--- src/rtl/dtm_pkg.sv ---
// shared constants and types of the dual timer block
package dtm_pkg;

	// ------------------------------------------------------------
	// register offsets
	// ------------------------------------------------------------
	localparam logic [7:0] DTM_ADDR_CTRL = 8'h88;
	localparam logic [7:0] DTM_ADDR_MODE = 8'h89;
	localparam logic [7:0] DTM_ADDR_LO0 = 8'h8a;
	localparam logic [7:0] DTM_ADDR_LO1 = 8'h8b;
	localparam logic [7:0] DTM_ADDR_HI0 = 8'h8c;
	localparam logic [7:0] DTM_ADDR_HI1 = 8'h8d;
	localparam logic [7:0] DTM_ADDR_PRESC = 8'h8e;
	localparam logic [7:0] DTM_ADDR_EN = 8'ha8;
	localparam logic [7:0] DTM_ADDR_PRI = 8'hb8;
	localparam logic [7:0] DTM_ADDR_STAT = 8'he8;
	localparam logic [7:0] DTM_ADDR_MASK = 8'he9;

	// ------------------------------------------------------------
	// field positions
	// ------------------------------------------------------------
	localparam int DTM_CTRL_FLAG1 = 7;
	localparam int DTM_CTRL_RUN1 = 6;
	localparam int DTM_CTRL_FLAG0 = 5;
	localparam int DTM_CTRL_RUN0 = 4;
	localparam int DTM_MODE_SRC1 = 6;
	localparam int DTM_MODE_M1_LO = 4;
	localparam int DTM_MODE_SRC0 = 2;
	localparam int DTM_MODE_M0_LO = 0;
	localparam int DTM_PRESC_FD1 = 1;
	localparam int DTM_PRESC_FD0 = 0;
	localparam int DTM_EN_T1 = 3;
	localparam int DTM_EN_T0 = 1;
	localparam int DTM_PRI_T1 = 3;
	localparam int DTM_PRI_T0 = 1;
	localparam int DTM_STAT_OV0 = 0;
	localparam int DTM_STAT_OV1 = 1;

	// ------------------------------------------------------------
	// writable masks, reset values and counts
	// ------------------------------------------------------------
	localparam logic [7:0] DTM_MODE_WMASK = 8'h77;
	localparam logic [7:0] DTM_CTRL_WMASK = 8'hf0;
	localparam logic [7:0] DTM_PRESC_WMASK = 8'h03;
	localparam logic [7:0] DTM_EN_WMASK = 8'h0a;
	localparam logic [7:0] DTM_PRI_WMASK = 8'h0a;
	localparam logic [1:0] DTM_STAT_WMASK = 2'h3;
	localparam logic [7:0] DTM_RST_BYTE = 8'h00;
	localparam logic [3:0] DTM_PRESC_DIV = 4'hc;
	localparam logic [3:0] DTM_PRESC_LAST = DTM_PRESC_DIV - 4'h1;

	// mode field codes in encoding order
	typedef enum logic [1:0] {
		DTM_MODE13,
		DTM_MODE16,
		DTM_MODE8R,
		DTM_MODE_SPLIT
	} dtm_mode_t;

endpackage

--- src/rtl/dtm_pin_fall.sv ---
// synchroniser and falling edge detector for an external count pin
`timescale 1ns/10ps
module dtm_pin_fall (
	// clock and reset
	input wire logic clock,
	input wire logic rst,
	// pin and detected edge
	input wire logic pin_in,
	output logic fall_pulse
);
	logic meta_q;
	logic sync_q;
	logic last_q;

	// meta_q feeds sync_q only; edge logic sees the settled copies
	always_ff @(posedge clock)
	begin
		if (rst)
		begin
			meta_q <= 1'b1;
			sync_q <= 1'b1;
			last_q <= 1'b1;
		end
		else
		begin
			meta_q <= pin_in;
			sync_q <= meta_q;
			last_q <= sync_q;
		end
	end

	assign fall_pulse = last_q & ~sync_q;
endmodule

--- src/rtl/dtm_top.sv ---
// two 16-bit timer/counters with mode, prescale and interrupt control
// ------------------------------------------------------------
// Summary of operation
// - timer1 source select: clear counts the prescaled clock, set counts its pin pulses.
// - timer0 source select: clear counts the prescaled clock, set counts its pin pulses.
// - timer1 modes: 13-bit, 16-bit, 8-bit auto-reload, code 11 stops it.
// - timer0 modes: 13-bit, 16-bit, 8-bit auto-reload from high byte.
// - timer0 code 11 splits it; high byte uses timer1 run bit and flag.
// - apart from the timer0 split high byte, each timer counts only while its run bit is set, else holds.
// - timer1 prescale bit: clear gives clock divided by twelve, set undivided.
// - timer0 prescale bit: clear gives clock divided by twelve, set undivided.
// - enable bit 3 passes or blocks the timer1 interrupt request.
// - enable bit 1 passes or blocks the timer0 interrupt request.
// - priority bit 3 presents timer1 interrupt at low or high priority.
// - priority bit 1 presents timer0 interrupt at low or high priority.
// - overflow sets the timer flag; interrupt acceptance clears it.
// - counter mode increments by one on each falling pin edge.
// - setting a run bit keeps the count; counting resumes from it.
// - timer0 split mode halts timer1 counting in every timer1 mode.
// ------------------------------------------------------------
`timescale 1ns/10ps
module dtm_top
	import dtm_pkg::*;
(
	// clock and reset
	input wire logic clock,
	input wire logic rst,
	// register port
	input wire logic [7:0] addr,
	input wire logic [7:0] wr_data,
	input wire logic wr_en,
	input wire logic rd_en,
	output logic [7:0] rd_data,
	// external count pins
	input wire logic t0_pin,
	input wire logic t1_pin,
	// processor interrupt handshake
	input wire logic t0_irq_ack,
	input wire logic t1_irq_ack,
	output logic t0_irq_req,
	output logic t0_irq_high,
	output logic t1_irq_req,
	output logic t1_irq_high,
	// summary interrupt
	output logic irq
);
	import dtm_pkg::*;

	// ------------------------------------------------------------
	// register state
	// ------------------------------------------------------------
	logic [7:0] mode_q;
	logic [7:0] presc_reg_q;
	logic [7:0] en_q;
	logic [7:0] pri_q;
	logic [1:0] stat_q;
	logic [1:0] stat_d;
	logic [1:0] mask_q;
	logic run0_q;
	logic run1_q;
	logic flag0_q;
	logic flag0_d;
	logic flag1_q;
	logic flag1_d;
	logic [7:0] lo0_q;
	logic [7:0] lo0_d;
	logic [7:0] hi0_q;
	logic [7:0] hi0_d;
	logic [7:0] lo1_q;
	logic [7:0] lo1_d;
	logic [7:0] hi1_q;
	logic [7:0] hi1_d;
	logic [3:0] div_q;
	logic [7:0] rd_data_q;
	logic t0_req_q;
	logic t0_high_q;
	logic t1_req_q;
	logic t1_high_q;
	logic irq_q;

	// ------------------------------------------------------------
	// address decode
	// ------------------------------------------------------------
	wire wr_ctrl = wr_en && (addr == DTM_ADDR_CTRL);
	wire wr_mode = wr_en && (addr == DTM_ADDR_MODE);
	wire wr_lo0 = wr_en && (addr == DTM_ADDR_LO0);
	wire wr_lo1 = wr_en && (addr == DTM_ADDR_LO1);
	wire wr_hi0 = wr_en && (addr == DTM_ADDR_HI0);
	wire wr_hi1 = wr_en && (addr == DTM_ADDR_HI1);
	wire wr_presc = wr_en && (addr == DTM_ADDR_PRESC);
	wire wr_irq_en = wr_en && (addr == DTM_ADDR_EN);
	wire wr_irq_pri = wr_en && (addr == DTM_ADDR_PRI);
	wire wr_stat = wr_en && (addr == DTM_ADDR_STAT);
	wire wr_mask = wr_en && (addr == DTM_ADDR_MASK);
	wire wr_cnt0 = wr_lo0 || wr_hi0;
	wire wr_cnt1 = wr_lo1 || wr_hi1;

	wire [7:0] ctrl_view = {flag1_q, run1_q, flag0_q, run0_q, 4'h0};
	wire [7:0] rd_sel =
		(addr == DTM_ADDR_CTRL) ? ctrl_view :
		(addr == DTM_ADDR_MODE) ? mode_q :
		(addr == DTM_ADDR_LO0) ? lo0_q :
		(addr == DTM_ADDR_LO1) ? lo1_q :
		(addr == DTM_ADDR_HI0) ? hi0_q :
		(addr == DTM_ADDR_HI1) ? hi1_q :
		(addr == DTM_ADDR_PRESC) ? presc_reg_q :
		(addr == DTM_ADDR_EN) ? en_q :
		(addr == DTM_ADDR_PRI) ? pri_q :
		(addr == DTM_ADDR_STAT) ? {6'h00, stat_q} :
		(addr == DTM_ADDR_MASK) ? {6'h00, mask_q} : 8'h00;

	// ------------------------------------------------------------
	// count sources
	// ------------------------------------------------------------
	logic fall0;
	logic fall1;

	dtm_pin_fall u_fall0 (
		.clock(clock),
		.rst(rst),
		.pin_in(t0_pin),
		.fall_pulse(fall0)
	);

	dtm_pin_fall u_fall1 (
		.clock(clock),
		.rst(rst),
		.pin_in(t1_pin),
		.fall_pulse(fall1)
	);

	// one shared divider keeps both timers phase aligned at fsys/12
	wire tick12 = (div_q == DTM_PRESC_LAST);
	wire tmr_tick0 = presc_reg_q[DTM_PRESC_FD0] ? 1'b1 : tick12;
	wire tmr_tick1 = presc_reg_q[DTM_PRESC_FD1] ? 1'b1 : tick12;
	wire src_tick0 = mode_q[DTM_MODE_SRC0] ? fall0 : tmr_tick0;
	wire src_tick1 = mode_q[DTM_MODE_SRC1] ? fall1 : tmr_tick1;

	dtm_mode_t mode0;
	dtm_mode_t mode1;
	assign mode0 = dtm_mode_t'(mode_q[DTM_MODE_M0_LO +: 2]);
	assign mode1 = dtm_mode_t'(mode_q[DTM_MODE_M1_LO +: 2]);
	wire split = (mode0 == DTM_MODE_SPLIT);

	wire inc0 = run0_q && src_tick0;
	// split high byte is timer only and runs from timer1's run bit
	wire inc_hi0 = split && run1_q && tmr_tick0;
	wire inc1 = run1_q && src_tick1 && !split && (mode1 != DTM_MODE_SPLIT);

	// ------------------------------------------------------------
	// increment arithmetic
	// ------------------------------------------------------------
	wire [13:0] t0_13n = {1'b0, hi0_q, lo0_q[4:0]} + 14'h0001;
	wire [16:0] t0_16n = {1'b0, hi0_q, lo0_q} + 17'h00001;
	wire [8:0] lo0_8n = {1'b0, lo0_q} + 9'h001;
	wire [8:0] hi0_8n = {1'b0, hi0_q} + 9'h001;
	wire [13:0] t1_13n = {1'b0, hi1_q, lo1_q[4:0]} + 14'h0001;
	wire [16:0] t1_16n = {1'b0, hi1_q, lo1_q} + 17'h00001;
	wire [8:0] lo1_8n = {1'b0, lo1_q} + 9'h001;

	logic ov0;
	logic ov_hi0;
	logic ov1;

	// ------------------------------------------------------------
	// timer 0 next state; a register write beats an increment
	// ------------------------------------------------------------
	always_comb
	begin
		lo0_d = lo0_q;
		hi0_d = hi0_q;
		ov0 = 1'b0;
		ov_hi0 = 1'b0;
		if (inc0)
		begin
			unique case (mode0)
				DTM_MODE13:
				begin
					// upper three low-byte bits are left alone
					lo0_d = {lo0_q[7:5], t0_13n[4:0]};
					hi0_d = t0_13n[12:5];
					ov0 = t0_13n[13];
				end
				DTM_MODE16:
				begin
					lo0_d = t0_16n[7:0];
					hi0_d = t0_16n[15:8];
					ov0 = t0_16n[16];
				end
				DTM_MODE8R:
				begin
					lo0_d = lo0_8n[8] ? hi0_q : lo0_8n[7:0];
					ov0 = lo0_8n[8];
				end
				DTM_MODE_SPLIT:
				begin
					lo0_d = lo0_8n[7:0];
					ov0 = lo0_8n[8];
				end
			endcase
		end
		if (inc_hi0)
		begin
			hi0_d = hi0_8n[7:0];
			ov_hi0 = hi0_8n[8];
		end
		if (wr_lo0)
		begin
			lo0_d = wr_data;
		end
		if (wr_hi0)
		begin
			hi0_d = wr_data;
		end
	end

	// ------------------------------------------------------------
	// timer 1 next state
	// ------------------------------------------------------------
	always_comb
	begin
		lo1_d = lo1_q;
		hi1_d = hi1_q;
		ov1 = 1'b0;
		if (inc1)
		begin
			unique case (mode1)
				DTM_MODE13:
				begin
					lo1_d = {lo1_q[7:5], t1_13n[4:0]};
					hi1_d = t1_13n[12:5];
					ov1 = t1_13n[13];
				end
				DTM_MODE16:
				begin
					lo1_d = t1_16n[7:0];
					hi1_d = t1_16n[15:8];
					ov1 = t1_16n[16];
				end
				DTM_MODE8R:
				begin
					lo1_d = lo1_8n[8] ? hi1_q : lo1_8n[7:0];
					ov1 = lo1_8n[8];
				end
				DTM_MODE_SPLIT:
				begin
					// stopped: inc1 is already low for this code
					lo1_d = lo1_q;
				end
			endcase
		end
		if (wr_lo1)
		begin
			lo1_d = wr_data;
		end
		if (wr_hi1)
		begin
			hi1_d = wr_data;
		end
	end

	// ------------------------------------------------------------
	// flags: a hardware set wins over software write and acceptance
	// ------------------------------------------------------------
	wire set_flag0 = ov0;
	wire set_flag1 = ov1 || ov_hi0;
	assign flag0_d = set_flag0 || (wr_ctrl ? wr_data[DTM_CTRL_FLAG0] : (flag0_q && !t0_irq_ack));
	assign flag1_d = set_flag1 || (wr_ctrl ? wr_data[DTM_CTRL_FLAG1] : (flag1_q && !t1_irq_ack));
	wire [1:0] stat_set = {set_flag1, set_flag0};
	wire [1:0] stat_clr = wr_stat ? (wr_data[1:0] & DTM_STAT_WMASK) : 2'h0;
	assign stat_d = stat_set | (stat_q & ~stat_clr);

	// ------------------------------------------------------------
	// registers
	// ------------------------------------------------------------
	always_ff @(posedge clock)
	begin
		if (rst)
		begin
			mode_q <= DTM_RST_BYTE;
			presc_reg_q <= DTM_RST_BYTE;
			en_q <= DTM_RST_BYTE;
			pri_q <= DTM_RST_BYTE;
			run0_q <= 1'b0;
			run1_q <= 1'b0;
		end
		else
		begin
			if (wr_mode)
				mode_q <= wr_data & DTM_MODE_WMASK;
			if (wr_presc)
				presc_reg_q <= wr_data & DTM_PRESC_WMASK;
			if (wr_irq_en)
				en_q <= wr_data & DTM_EN_WMASK;
			if (wr_irq_pri)
				pri_q <= wr_data & DTM_PRI_WMASK;
			if (wr_ctrl)
			begin
				// run bits never touch the count
				run0_q <= wr_data[DTM_CTRL_RUN0];
				run1_q <= wr_data[DTM_CTRL_RUN1];
			end
		end
	end

	always_ff @(posedge clock)
	begin
		if (rst)
		begin
			lo0_q <= DTM_RST_BYTE;
			hi0_q <= DTM_RST_BYTE;
			lo1_q <= DTM_RST_BYTE;
			hi1_q <= DTM_RST_BYTE;
			flag0_q <= 1'b0;
			flag1_q <= 1'b0;
			stat_q <= 2'h0;
			mask_q <= 2'h0;
			div_q <= 4'h0;
		end
		else
		begin
			lo0_q <= lo0_d;
			hi0_q <= hi0_d;
			lo1_q <= lo1_d;
			hi1_q <= hi1_d;
			flag0_q <= flag0_d;
			flag1_q <= flag1_d;
			stat_q <= stat_d;
			if (wr_mask)
				mask_q <= wr_data[1:0] & DTM_STAT_WMASK;
			div_q <= tick12 ? 4'h0 : div_q + 4'h1;
		end
	end

	// outputs all come from flip-flops, one cycle behind their cause
	always_ff @(posedge clock)
	begin
		if (rst)
		begin
			rd_data_q <= 8'h00;
			t0_req_q <= 1'b0;
			t0_high_q <= 1'b0;
			t1_req_q <= 1'b0;
			t1_high_q <= 1'b0;
			irq_q <= 1'b0;
		end
		else
		begin
			rd_data_q <= rd_en ? rd_sel : 8'h00;
			t0_req_q <= flag0_q && en_q[DTM_EN_T0];
			t1_req_q <= flag1_q && en_q[DTM_EN_T1];
			t0_high_q <= pri_q[DTM_PRI_T0];
			t1_high_q <= pri_q[DTM_PRI_T1];
			irq_q <= |(stat_q & mask_q);
		end
	end

	assign rd_data = rd_data_q;
	assign t0_irq_req = t0_req_q;
	assign t0_irq_high = t0_high_q;
	assign t1_irq_req = t1_req_q;
	assign t1_irq_high = t1_high_q;
	assign irq = irq_q;

	wire [15:0] cnt0 = {hi0_q, lo0_q};
	wire [15:0] cnt1 = {hi1_q, lo1_q};
endmodule

--- config.mk ---
export PLATFORM = sky130hd
export DESIGN_NAME = dtm_top
export DESIGN_NICKNAME = d
export VERILOG_FILES = /design/src/rtl/dtm_pkg.sv /design/src/rtl/dtm_pin_fall.sv /design/src/rtl/dtm_top.sv
export SDC_FILE = /design/constraint.sdc
export NUM_CORES = 1
export LEC_CHECK = 0
export BUFFER_PORTS_ARGS = -buffer_cell sky130_fd_sc_hd__buf_4
export CAP_MARGIN = 20
export CORE_AREA = 2 2 103 115
export DETAILED_ROUTE_END_ITERATION = 10
export DIE_AREA = 0 0 105 117
export PLACE_DENSITY_LB_ADDON = 0.08
export SLEW_MARGIN = 20
export SYNTH_ARGS = -nofsm -noshare
export SYNTH_HDL_FRONTEND = slang
export SYNTH_SLANG_ARGS = --single-unit
--- constraint.sdc ---
create_clock -name clock -period 2.6 [get_ports clock]
set_input_delay 0.39 -clock clock [delete_from_list [all_inputs] [get_ports clock]]
set_output_delay 0.39 -clock clock [all_outputs]
set_load 0.01 [all_outputs]
==> out/metrics.yaml, run 1 <==
outcome: "complete, no violations"
drtIter0Drc: 283
design.core.area_mm2: 0.0112
worst-setup-path-type: "flip-flop to flip-flop"
critical_path_peak_fanout: 6
xor_and_xnor_fraction_of_the_mapped_netlist_area: 0.0375
max_cap_violations: 0
hold_path_end: "u_fall0.meta_q"
finished_layout_cells: 740
dieArea_mm2: 0.0123
reg2reg_slack_ns: 0.28
postSynthNetCount: 590
synth.lib_cells_used.distinct: 76
r2r_worst_path_depth: 7
timing.final.crit_share: 0.892
post_synthesis_compound_gate_area_fraction: 0.250
whs_ns: 0.241
min_from: "t0_pin"
cp_data_arrival_time_ns: 2.57
netlist.area_leader.share: 0.338
max_freq_ghz: 0.431
cts_tree: "yes"
post_synth_most_frequent_cells: "sky130_fd_sc_hd__dfxtp_1, sky130_fd_sc_hd__nor2_1, sky130_fd_sc_hd__nand2_1, sky130_fd_sc_hd__a21oi_1, sky130_fd_sc_hd__nand3_1"
crit_path_end_kind: "flip-flop"
regToRegEndpoint: "hi0_q[6]"
postSynthRegisterBits: 75
vdd_drop_max_mv: 0.223
post_cts_hold_buffer_count: 0
clkLatencyLatePin_ns: 0.33
whs_path_depth: 2
worst_setup_skew_after_layout_ns: 0.00574
async_flop_share: 0
avgViaCountPerCell: 5.91
yosys_warnings: 0
grt_setup_unrepaired: "false"
drt.antenna.violating_nets: 0
synth-simple-area-share: 0.270
fraction_of_the_yosys_area_taken_by_sequential_cells: 0.338
post_cts_repair_setup_buffers: 0
synth.avg_cell_area_um2: 7.96
combinational_family_with_the_most_area_after_synthesis: "simple AND/OR/NAND/NOR gates"
synthAdderAreaFrac: 0.0225
number_of_global_route_vias_before_repair: 4057
start_util: 0.397
antenna_cells_inserted: 0
powerDensity_mw_per_mm2: 514
fin_tns_setup_ns: 0
num-nets-final: 617
grt_usage: 0.237
cts_made_buffers: 9
power_leakage_nw: 1.76
yosysMostFrequentCell: "sky130_fd_sc_hd__dfxtp_1"
finalWirelength_um: 14200
setup_ws_final_ns: 0.281
ys_top_cells_by_area: "sky130_fd_sc_hd__dfxtp_1, sky130_fd_sc_hd__nor2_1, sky130_fd_sc_hd__nand2_1"
worstPathRequired_ns: 2.85
cts_sinks: 75
library_cell_with_the_largest_summed_area_after_synthesis: "sky130_fd_sc_hd__dfxtp_1"
final-hold-violation-count: 0
maxSlewViolCount: 0
flow.area_growth_from_synthesis_pct: 15.7
min-delay-path-class: "input pin to flip-flop"
die_height_um: 117
drt_first_pass_iters: 5
post_drt_wl_per_cell_um: 19.2
multiplexer_share_of_the_synthesized_area: 0.0299
syn-instance-count: 558
ctsResizeCount: 0
critPathLaunchType: "flip-flop"
grt_overflow: 0
place_worst_setup_slack_ns: 0.333
buffer_ports.inserted: 36
drc_errors: 0
grt_pass1_wl_um: 22600
h_tree_levels: 3
relSlewSlack: 0.506
cts.reportedPaths.clkPinSlew_ns: 0.06
rr_startpoint: "lo0_q[1]"
place.gp.congestion: 0.894
ys.flop_type: "sky130_fd_sc_hd__dfxtp_1"
antenna_found_initial: 0
timing_worst_slew_pin_value_ns: 0.742
place_inst: 724
ctsLongestPathBuffers: 2
cts.root.buffer_cell: "sky130_fd_sc_hd__clkbuf_16"
final_hpwl_from_detailed_placement_um: 10500
edff_count_synth: 0
drive_gt1_frac: 0.159
setup_viol: 0
fp-row-count: 41
syn_area_mm2: 0.00444
grt_max_degree: 67
via_count: 4374
finalWorstPathRequiredPeriod_ns: 2.32
die-width_um: 105
top_level_ports: 37
[where the power goes]
group	internal (mW)	switching, mW	leakage (nW)
clock network	0.842	0.497	0.153
logic	0.0484	0.0875	1.01
registers	1.16	0.00619	0.606
total	2.05	0.591	1.76
[stage by stage]
step                      area (um^2)   util  power (mW)
after floorplan                  4440      -        1.26
after global placement           4820  0.431        1.32
after detailed placement         4820  0.431        1.33
after CTS                        5140  0.459        2.66
after global routing             5140  0.459        2.74
final                            5140  0.459        2.64
[layout by cell type, fill, tap and decap left out, drive strengths merged, types with 4 or more instances in the layout]
cell type	Yosys	final
and3	14	14
a311oi	4	4
a21oi	40	40
ha	8	8
mux2i	11	11
buf	15	48
or3	9	9
nor3b	4	4
a221oi	6	6
xnor2	6	6
nand2	55	55
o21ai	34	34
inv	17	17
dfxtp	75	75
a31oi	5	5
nand3	31	31
or2	10	10
nor2	63	63
o211ai	13	13
a211oi	18	18
nor2b	5	5
clkbuf	17	10
xor2	13	13
nand4	10	10
o22ai	6	6
nor3	9	9
a22oi	9	9
[how the worst max path moves through the flow]
stage | start | end | slack, ns
finish | lo0_q[1] | hi0_q[6] | 0.28
detailed placement | lo0_q[1] | hi0_q[6] | 0.33
floorplan | lo0_q[0] | hi0_q[4] | 0.58
global route | lo0_q[1] | hi0_q[4] | 0.15
global placement | lo0_q[0] | hi0_q[6] | 0.32
CTS | lo0_q[1] | hi0_q[6] | 0.30
[worst max-delay path: stages, from the launching register on]
cell and delay, ns:
sky130_fd_sc_hd__dfxtp_1 0.45, sky130_fd_sc_hd__ha_1 0.33, sky130_fd_sc_hd__nand4_4 0.18, sky130_fd_sc_hd__or3_4 0.44
sky130_fd_sc_hd__a211oi_4 0.31, sky130_fd_sc_hd__o211ai_1 0.14, sky130_fd_sc_hd__xor2_1 0.17, sky130_fd_sc_hd__a211oi_2 0.21
[cell type report]
cell class              count  area (um^2)
clock buffers              10          229
clock inverters             6         90.1
inverters                  17         63.8
well taps                 150          188
flip-flops and latches     75         1500
fillers                  1165         6050
repair buffers             48          360
multi-input cells         434         2710
[per-layer routing]
metal  track usage  vias up  wire length [um]
met5             0        -                 0
met1         0.316     2109              6520
met2         0.399      139              6820
met4        0.0827        0               256
met3        0.0316       17               632
li1              -     2109                 -
[sequential cells by signal (all words and copies together) (netlist names), 2 cells and up]
signal       count
hi0_q            8
hi1_q            8
lo0_q            8
lo1_q            8
rd_data          8
mode_q           6
div_q            4
en_q             2
mask_q           2
presc_reg_q      2
pri_q            2
stat_q           2
[kinds of logic after synthesis]
logic type	Yosys count
simple gates	230
flops	75
mux	13
compound gates	164
xor+xnor	19
fa+ha+maj	8
buf+inv	49
Power figures use the tool's default switching activity.
==> run 2, diff against run 1 <==
--- a/config.mk
+++ b/config.mk
@@ -7,9 +7,9 @@
 export LEC_CHECK = 0
 export BUFFER_PORTS_ARGS = -buffer_cell sky130_fd_sc_hd__buf_4
 export CAP_MARGIN = 20
-export CORE_AREA = 2 2 103 115
+export CORE_AREA = 2 2 108 110
 export DETAILED_ROUTE_END_ITERATION = 10
-export DIE_AREA = 0 0 105 117
+export DIE_AREA = 0 0 110 112
 export PLACE_DENSITY_LB_ADDON = 0.08
 export SLEW_MARGIN = 20
 export SYNTH_ARGS = -nofsm -noshare
==> run 2 against run 1 <==
Compared with the run above:
- register-to-register slack barely moved
- sequential share of layout area rose by 0.057 points
- worst setup slack improved by 0.0061 ns
- total power fell by 0.38%
- clock power barely moved
- worst hold slack got worse by 0.021 ns
- first-iteration DRC count rose by 9.5%
- cell count fell by 1.1%
- largest cell class unchanged
- highest routed layer unchanged
==> out/metrics.yaml, run 2 (same netlist as run 1, synthesis figures left out) <==
outcome: "complete, no violations"
critical_path.max_stage_delay_ns: 0.46  # about the same
drt.antenna.violating_nets: 0  # unchanged
cts_made_buffers: 9  # unchanged
worst_setup_skew_after_layout_ns: 0.00864  # +0.00290 ns
max_freq_ghz: 0.432  # +0.26%
cp_data_arrival_time_ns: 2.58  # about the same
start_util: 0.397  # about the same
final.fill_count: 1129  # -3.1%
clockPowerShare: 0.504  # -0.003
antenna_found_initial: 0  # unchanged
cts.reportedPaths.clkPinSlew_ns: 0.06  # about the same
h_tree_levels: 3  # unchanged
drt_first_pass_iters: 5  # unchanged
num-nets-final: 616  # -0.16%
min-delay-path-class: "input pin to flip-flop"
cp_slowest_cell: "sky130_fd_sc_hd__dfxtp_1"
timing_worst_slew_pin_value_ns: 0.755  # +0.0138 ns
whs_path_depth: 2  # unchanged
clkLatencyLatePin_ns: 0.35  # +0.02 ns
worst-setup-path-type: "flip-flop to flip-flop"
drtIter0Drc: 310  # +9.5%
cell_internal_pwr_mw: 2.01  # -2.1%
mostFrequentLayoutCells: "sky130_fd_sc_hd__dfxtp_1, sky130_fd_sc_hd__nor2_1, sky130_fd_sc_hd__nand2_1"
grt_pass1_wl_um: 23100  # +2.2%
finalWirelength_um: 14700  # +3.3%
post_cts_hold_buffer_count: 0  # unchanged
timing.final.crit_share: 0.890  # -0.00233
place.gp.congestion: 0.930  # +4.0%
ff_latch_area_mm2: 0.00150  # unchanged
avgViaCountPerCell: 6.05  # +2.3%
buffer_ports.inserted: 36  # unchanged
utilization: 0.459  # -0.000536
power.share.switching: 0.237  # +0.0133
r2r_worst_path_depth: 7  # unchanged
antenna_cells_inserted: 0  # unchanged
power.switching_mw: 0.623  # +5.5%
relSlewSlack: 0.496  # -0.00921
design.core.area_mm2: 0.0112  # about the same
critPathLaunchType: "flip-flop"
fin_tns_setup_ns: 0  # unchanged
ctsLongestPathBuffers: 2  # unchanged
finalWorstPathRequiredPeriod_ns: 2.31  # -0.00605 ns
maxSlewViolCount: 0  # unchanged
worstPathRequired_ns: 2.87  # +0.02 ns
most_common_cell_after_layout_fill_and_taps_aside: "sky130_fd_sc_hd__dfxtp_1"
die_height_um: 112  # -4.3%
number_of_global_route_vias_before_repair: 4048  # -0.22%
rr_startpoint: "lo0_q[1]"
top_level_ports: 37  # unchanged
flow.area_growth_from_synthesis_pct: 15.4
crit_path_end_kind: "flip-flop"
max_cap_violations: 0  # unchanged
cts_tree: "yes"
reg2reg_slack_ns: 0.29  # about the same
cts.root.buffer_cell: "sky130_fd_sc_hd__clkbuf_16"
grt_usage: 0.253  # +0.0155
die-width_um: 110  # +4.8%
multi_input_area_mm2: 0.00271  # unchanged
seq_power_share: 0.443  # +0.002
ctsResizeCount: 0  # unchanged
min_from: "t0_pin"
critical_path.cell_chain: "ha_1 > nand4_4 > or3_4 > a211oi_4 > o211ai_1 > xor2_1 > a211oi_2"
drc_errors: 0  # unchanged
final-hold-violation-count: 0  # unchanged
via_count: 4428  # +1.2%
critical_path_peak_fanout: 6  # unchanged
combinationalPowerShare: 0.053  # +0.002
cts_sinks: 75  # unchanged
final_hpwl_from_detailed_placement_um: 10700  # +2.5%
grt_overflow: 0  # unchanged
hold_path_end: "u_fall0.meta_q"
powerDensity_mw_per_mm2: 513  # -0.18%
vdd_drop_max_mv: 0.383  # +72%
post_drt_wl_per_cell_um: 20.1  # +4.5%
grt_setup_unrepaired: "false"
drive_gt1_frac: 0.160  # +0.000270
regToRegEndpoint: "hi0_q[4]"
post_cts_repair_setup_buffers: 0  # unchanged
grt_max_degree: 67  # unchanged
dieArea_mm2: 0.0123  # +0.28%
fp-row-count: 39  # -4.9%
power_leakage_nw: 1.76  # -0.24%
setup_viol: 0  # unchanged
-- run 2: changes by cell type in the layout (fill, tap and decap cells not counted) --
cell / previous run / this run
sky130_fd_sc_hd__inv_6: 0 / 1
sky130_fd_sc_hd__buf_12: 0 / 1
sky130_fd_sc_hd__buf_4: 48 / 46
sky130_fd_sc_hd__clkbuf_1: 1 / 0
sky130_fd_sc_hd__bufinv_16: 2 / 1
sky130_fd_sc_hd__clkbuf_8: 0 / 2
sky130_fd_sc_hd__clkinv_4: 2 / 1
-- run 2: metal layers --
layer  wire length [um]  track usage  up-vias
li1                   -            -     2107
met1               6510        0.350     2136
met2               6820        0.379      159
met3                899       0.0439       26
met4                483        0.116        0
met5                  0            0        -
-- run 2: worst max-delay path by stage --
stage,from,end,slack [ns],depth (start not counted)
floorplan,lo0_q[0],hi0_q[4],0.58,7
global placement,lo0_q[1],hi0_q[6],0.32,7
detailed placement,div_q[0],lo1_q[7],0.31,7
CTS,div_q[0],lo1_q[7],0.28,7
global route,div_q[0],lo1_q[7],0.07,7
finish,lo0_q[1],hi0_q[4],0.29,7
-- run 2: critical path: cells and delay by family (launching register included) --
family                   cells  cell delay, ns
XOR/XNOR                     1            0.16
flip-flops                   1            0.46
AO/OA/AOI/OAI                3            0.66
adder cells (fa/ha/maj)      1            0.33
AND/OR/NAND/NOR              2            0.62
-- run 2: stage by stage --
step | instance area [um^2] | total power, mW | hold slack [ns] | setup slack, ns | cells
4_1_cts | 5130 | 2.65 | 0.211 | 0.275 | 732
2_1_floorplan | 4440 | 1.26 | 0.389 | 0.581 | 558
5_1_grt | 5130 | 2.73 | 0.214 | 0.0737 | 732
3_5_place_dp | 4810 | 1.33 | 0.393 | 0.308 | 716
3_3_place_gp | 4810 | 1.33 | 0.394 | 0.323 | 716
6_report | 5130 | 2.63 | 0.220 | 0.287 | 732
-- run 2: power by group through the flow --
| stage | clock network [mW] | registers (mW) | logic [mW] |
|---|---|---|---|
| 6_report | 1.32 | 1.16 | 0.140 |
| 4_1_cts | 1.35 | 1.16 | 0.140 |
| 3_3_place_gp | 0 | 1.19 | 0.140 |
| 2_1_floorplan | 0 | 1.19 | 0.0684 |
| 5_1_grt | 1.41 | 1.17 | 0.151 |
| 3_5_place_dp | 0 | 1.19 | 0.140 |
-- run 2: final cells by class --
class / count / area share
Clock buffer: 11 / 0.0493
Inverter: 17 / 0.0124
Clock inverter: 5 / 0.0117
Multi-Input combinational cell: 434 / 0.528
Sequential cell: 75 / 0.293
Timing Repair Buffer: 47 / 0.0713
Tap cell: 143 / 0.0349
==> run 3, diff against run 2 <==
--- a/config.mk
+++ b/config.mk
@@ -7,9 +7,11 @@
 export LEC_CHECK = 0
 export BUFFER_PORTS_ARGS = -buffer_cell sky130_fd_sc_hd__buf_4
 export CAP_MARGIN = 20
-export CORE_AREA = 2 2 108 110
+export CELL_PAD_IN_SITES_DETAIL_PLACEMENT = 1
+export CELL_PAD_IN_SITES_GLOBAL_PLACEMENT = 2
+export CORE_AREA = 2 2 115 117
 export DETAILED_ROUTE_END_ITERATION = 10
-export DIE_AREA = 0 0 110 112
+export DIE_AREA = 0 0 117 119
 export PLACE_DENSITY_LB_ADDON = 0.08
 export SLEW_MARGIN = 20
 export SYNTH_ARGS = -nofsm -noshare
==> run 3 against run 2 <==
Compared with the run above:
- register-to-register slack got worse by 0.10 ns
- worst hold slack improved by 0.0092 ns
- worst setup slack got worse by 0.10 ns
- count of clock-buffer cells in the layout decreased by 1
- largest cell class unchanged
- largest power group unchanged
==> out/metrics.yaml, run 3 (same netlist as run 1, synthesis figures left out) <==
h_tree_levels: 3  # unchanged
utilization: 0.401  # -0.0582
worst_setup_skew_after_layout_ns: 0.0101  # +0.00147 ns
worst-setup-path-type: "flip-flop to flip-flop"
drc_errors: 0  # unchanged
post_drt_wl_per_cell_um: 20.9  # +3.8%
place_worst_setup_slack_ns: 0.223  # -0.0848 ns
maxSlewViolCount: 0  # unchanged
max_freq_ghz: 0.414  # -4.3%
drt.antenna.violating_nets: 0  # unchanged
avgViaCountPerCell: 5.69  # -6.0%
final_instance_area_mm2: 0.00516  # +0.61%
dieArea_mm2: 0.0139  # +13%
relSlewSlack: 0.642  # +0.145
min-delay-path-class: "input pin to flip-flop"
cts_tree: "yes"
drt_first_pass_iters: 4  # -1
via_count: 4356  # -1.6%
cts_made_buffers: 9  # unchanged
outcome: "complete, no violations"
finalWirelength_um: 16000  # +8.7%
cp_data_arrival_time_ns: 2.68  # +0.10 ns
vdd_drop_max_mv: 0.271  # -29%
dpl_cell_area_mm2: 0.00486  # +0.91%
critPathLaunchType: "flip-flop"
clkLatencyLatePin_ns: 0.34  # about the same
antenna_cells_inserted: 0  # unchanged
post_cts_repair_setup_buffers: 0  # unchanged
drive_gt1_frac: 0.161  # +0.00142
antenna_found_initial: 0  # unchanged
final-hold-violation-count: 0  # unchanged
drtIter0Drc: 322  # +3.9%
crit_path_end_kind: "flip-flop"
place.gp.congestion: 0.858  # -7.7%
die_height_um: 119  # +6.3%
num-nets-final: 618  # +0.32%
start_util: 0.345  # -0.0525
cts.reportedPaths.clkPinSlew_ns: 0.06  # about the same
mostFrequentLayoutCells: "sky130_fd_sc_hd__dfxtp_1, sky130_fd_sc_hd__nor2_1, sky130_fd_sc_hd__nand2_1"
fp-row-count: 42  # +7.7%
critical_path_peak_fanout: 6  # unchanged
timing.final.crit_share: 0.929  # +0.0397
finalWorstPathRequiredPeriod_ns: 2.42  # +0.103 ns
grt_usage: 0.241  # -0.0118
cts_sinks: 75  # unchanged
grt_max_degree: 42  # -37%
fin_tns_setup_ns: 0  # unchanged
max_cap_violations: 0  # unchanged
top_level_ports: 37  # unchanged
grt_overflow: 0  # unchanged
ctsResizeCount: 0  # unchanged
number_of_global_route_vias_before_repair: 4382  # +8.3%
die-width_um: 117  # +6.4%
ctsLongestPathBuffers: 2  # unchanged
buffer_ports.inserted: 36  # unchanged
powerDensity_mw_per_mm2: 504  # -1.7%
setup_ws_final_ns: 0.184  # -0.103 ns
design.core.area_mm2: 0.0129  # +15%
post_cts_hold_buffer_count: 0  # unchanged
grt_setup_unrepaired: "false"
setup_viol: 0  # unchanged
flow.area_growth_from_synthesis_pct: 16.1
timing_worst_slew_pin_value_ns: 0.530  # -0.225 ns
cts.root.buffer_cell: "sky130_fd_sc_hd__clkbuf_16"
power_leakage_nw: 1.76  # +0.22%
worstPathRequired_ns: 2.86  # about the same
final_hpwl_from_detailed_placement_um: 12100  # +13%
most_common_cell_after_layout_fill_and_taps_aside: "sky130_fd_sc_hd__dfxtp_1"
grt_pass1_wl_um: 25100  # +8.6%
## run 3: cell types whose count changed in the layout (fill, tap and decap cells not counted), sizes merged
cell / previous run / this run
clkbuf: 11 / 10
inv: 18 / 19
clkinvlp: 1 / 0
buf: 47 / 49
## run 3: cell type report
type,instances,area (um^2)
multi-input combinational,434,2710
fill,1584,7720
clock inverter,5,61.3
inverter,17,63.8
tap,176,220
sequential,75,1500
clock buffer,10,239
timing repair buffer,49,368
## run 3: worst max-delay path, stage by stage, from the launching register on
cell	delay, ns
sky130_fd_sc_hd__dfxtp_1	0.47
sky130_fd_sc_hd__ha_1	0.34
sky130_fd_sc_hd__nand4_4	0.19
sky130_fd_sc_hd__or3_4	0.43
sky130_fd_sc_hd__a211oi_4	0.35
sky130_fd_sc_hd__o211ai_1	0.16
sky130_fd_sc_hd__xor2_1	0.17
sky130_fd_sc_hd__a211oi_2	0.23
## run 3: report_power, final
part	switching, mW	internal, mW
sequential	0.00634	1.16
clock	0.526	0.771
combinational	0.0896	0.0493
## run 3: metal layers
layer,global-route usage,wire length [um],share of wire,vias to the layer above
met1,0.322,7300,0.46,2167
li1,-,-,-,2101
met2,0.395,7830,0.49,76
met3,0.0504,639,0.040,12
met5,0,0,0,-
met4,0.0618,220,0.014,0
## run 3: path summary, 6_finish.rpt
path | from | to | slack (ns) | cells after the start
worst max-delay path | lo0_q[0] | hi0_q[6] | 0.18 | 7
worst min-delay path | t0_pin | u_fall0.meta_q | 0.23 | 2
worst max register to register | lo0_q[0] | hi0_q[6] | 0.18 | 7
worst min register to register | u_fall0.meta_q | u_fall0.sync_q | 0.42 | 1
## run 3: per-stage QoR
stage | instances | hold WS, ns | power (mW)
6_report | 766 | 0.229 | 2.60
4_1_cts | 766 | 0.220 | 2.64
3_5_place_dp | 751 | 0.402 | 1.33
3_3_place_gp | 751 | 0.397 | 1.33
2_1_floorplan | 558 | 0.389 | 1.26
5_1_grt | 766 | 0.228 | 2.70
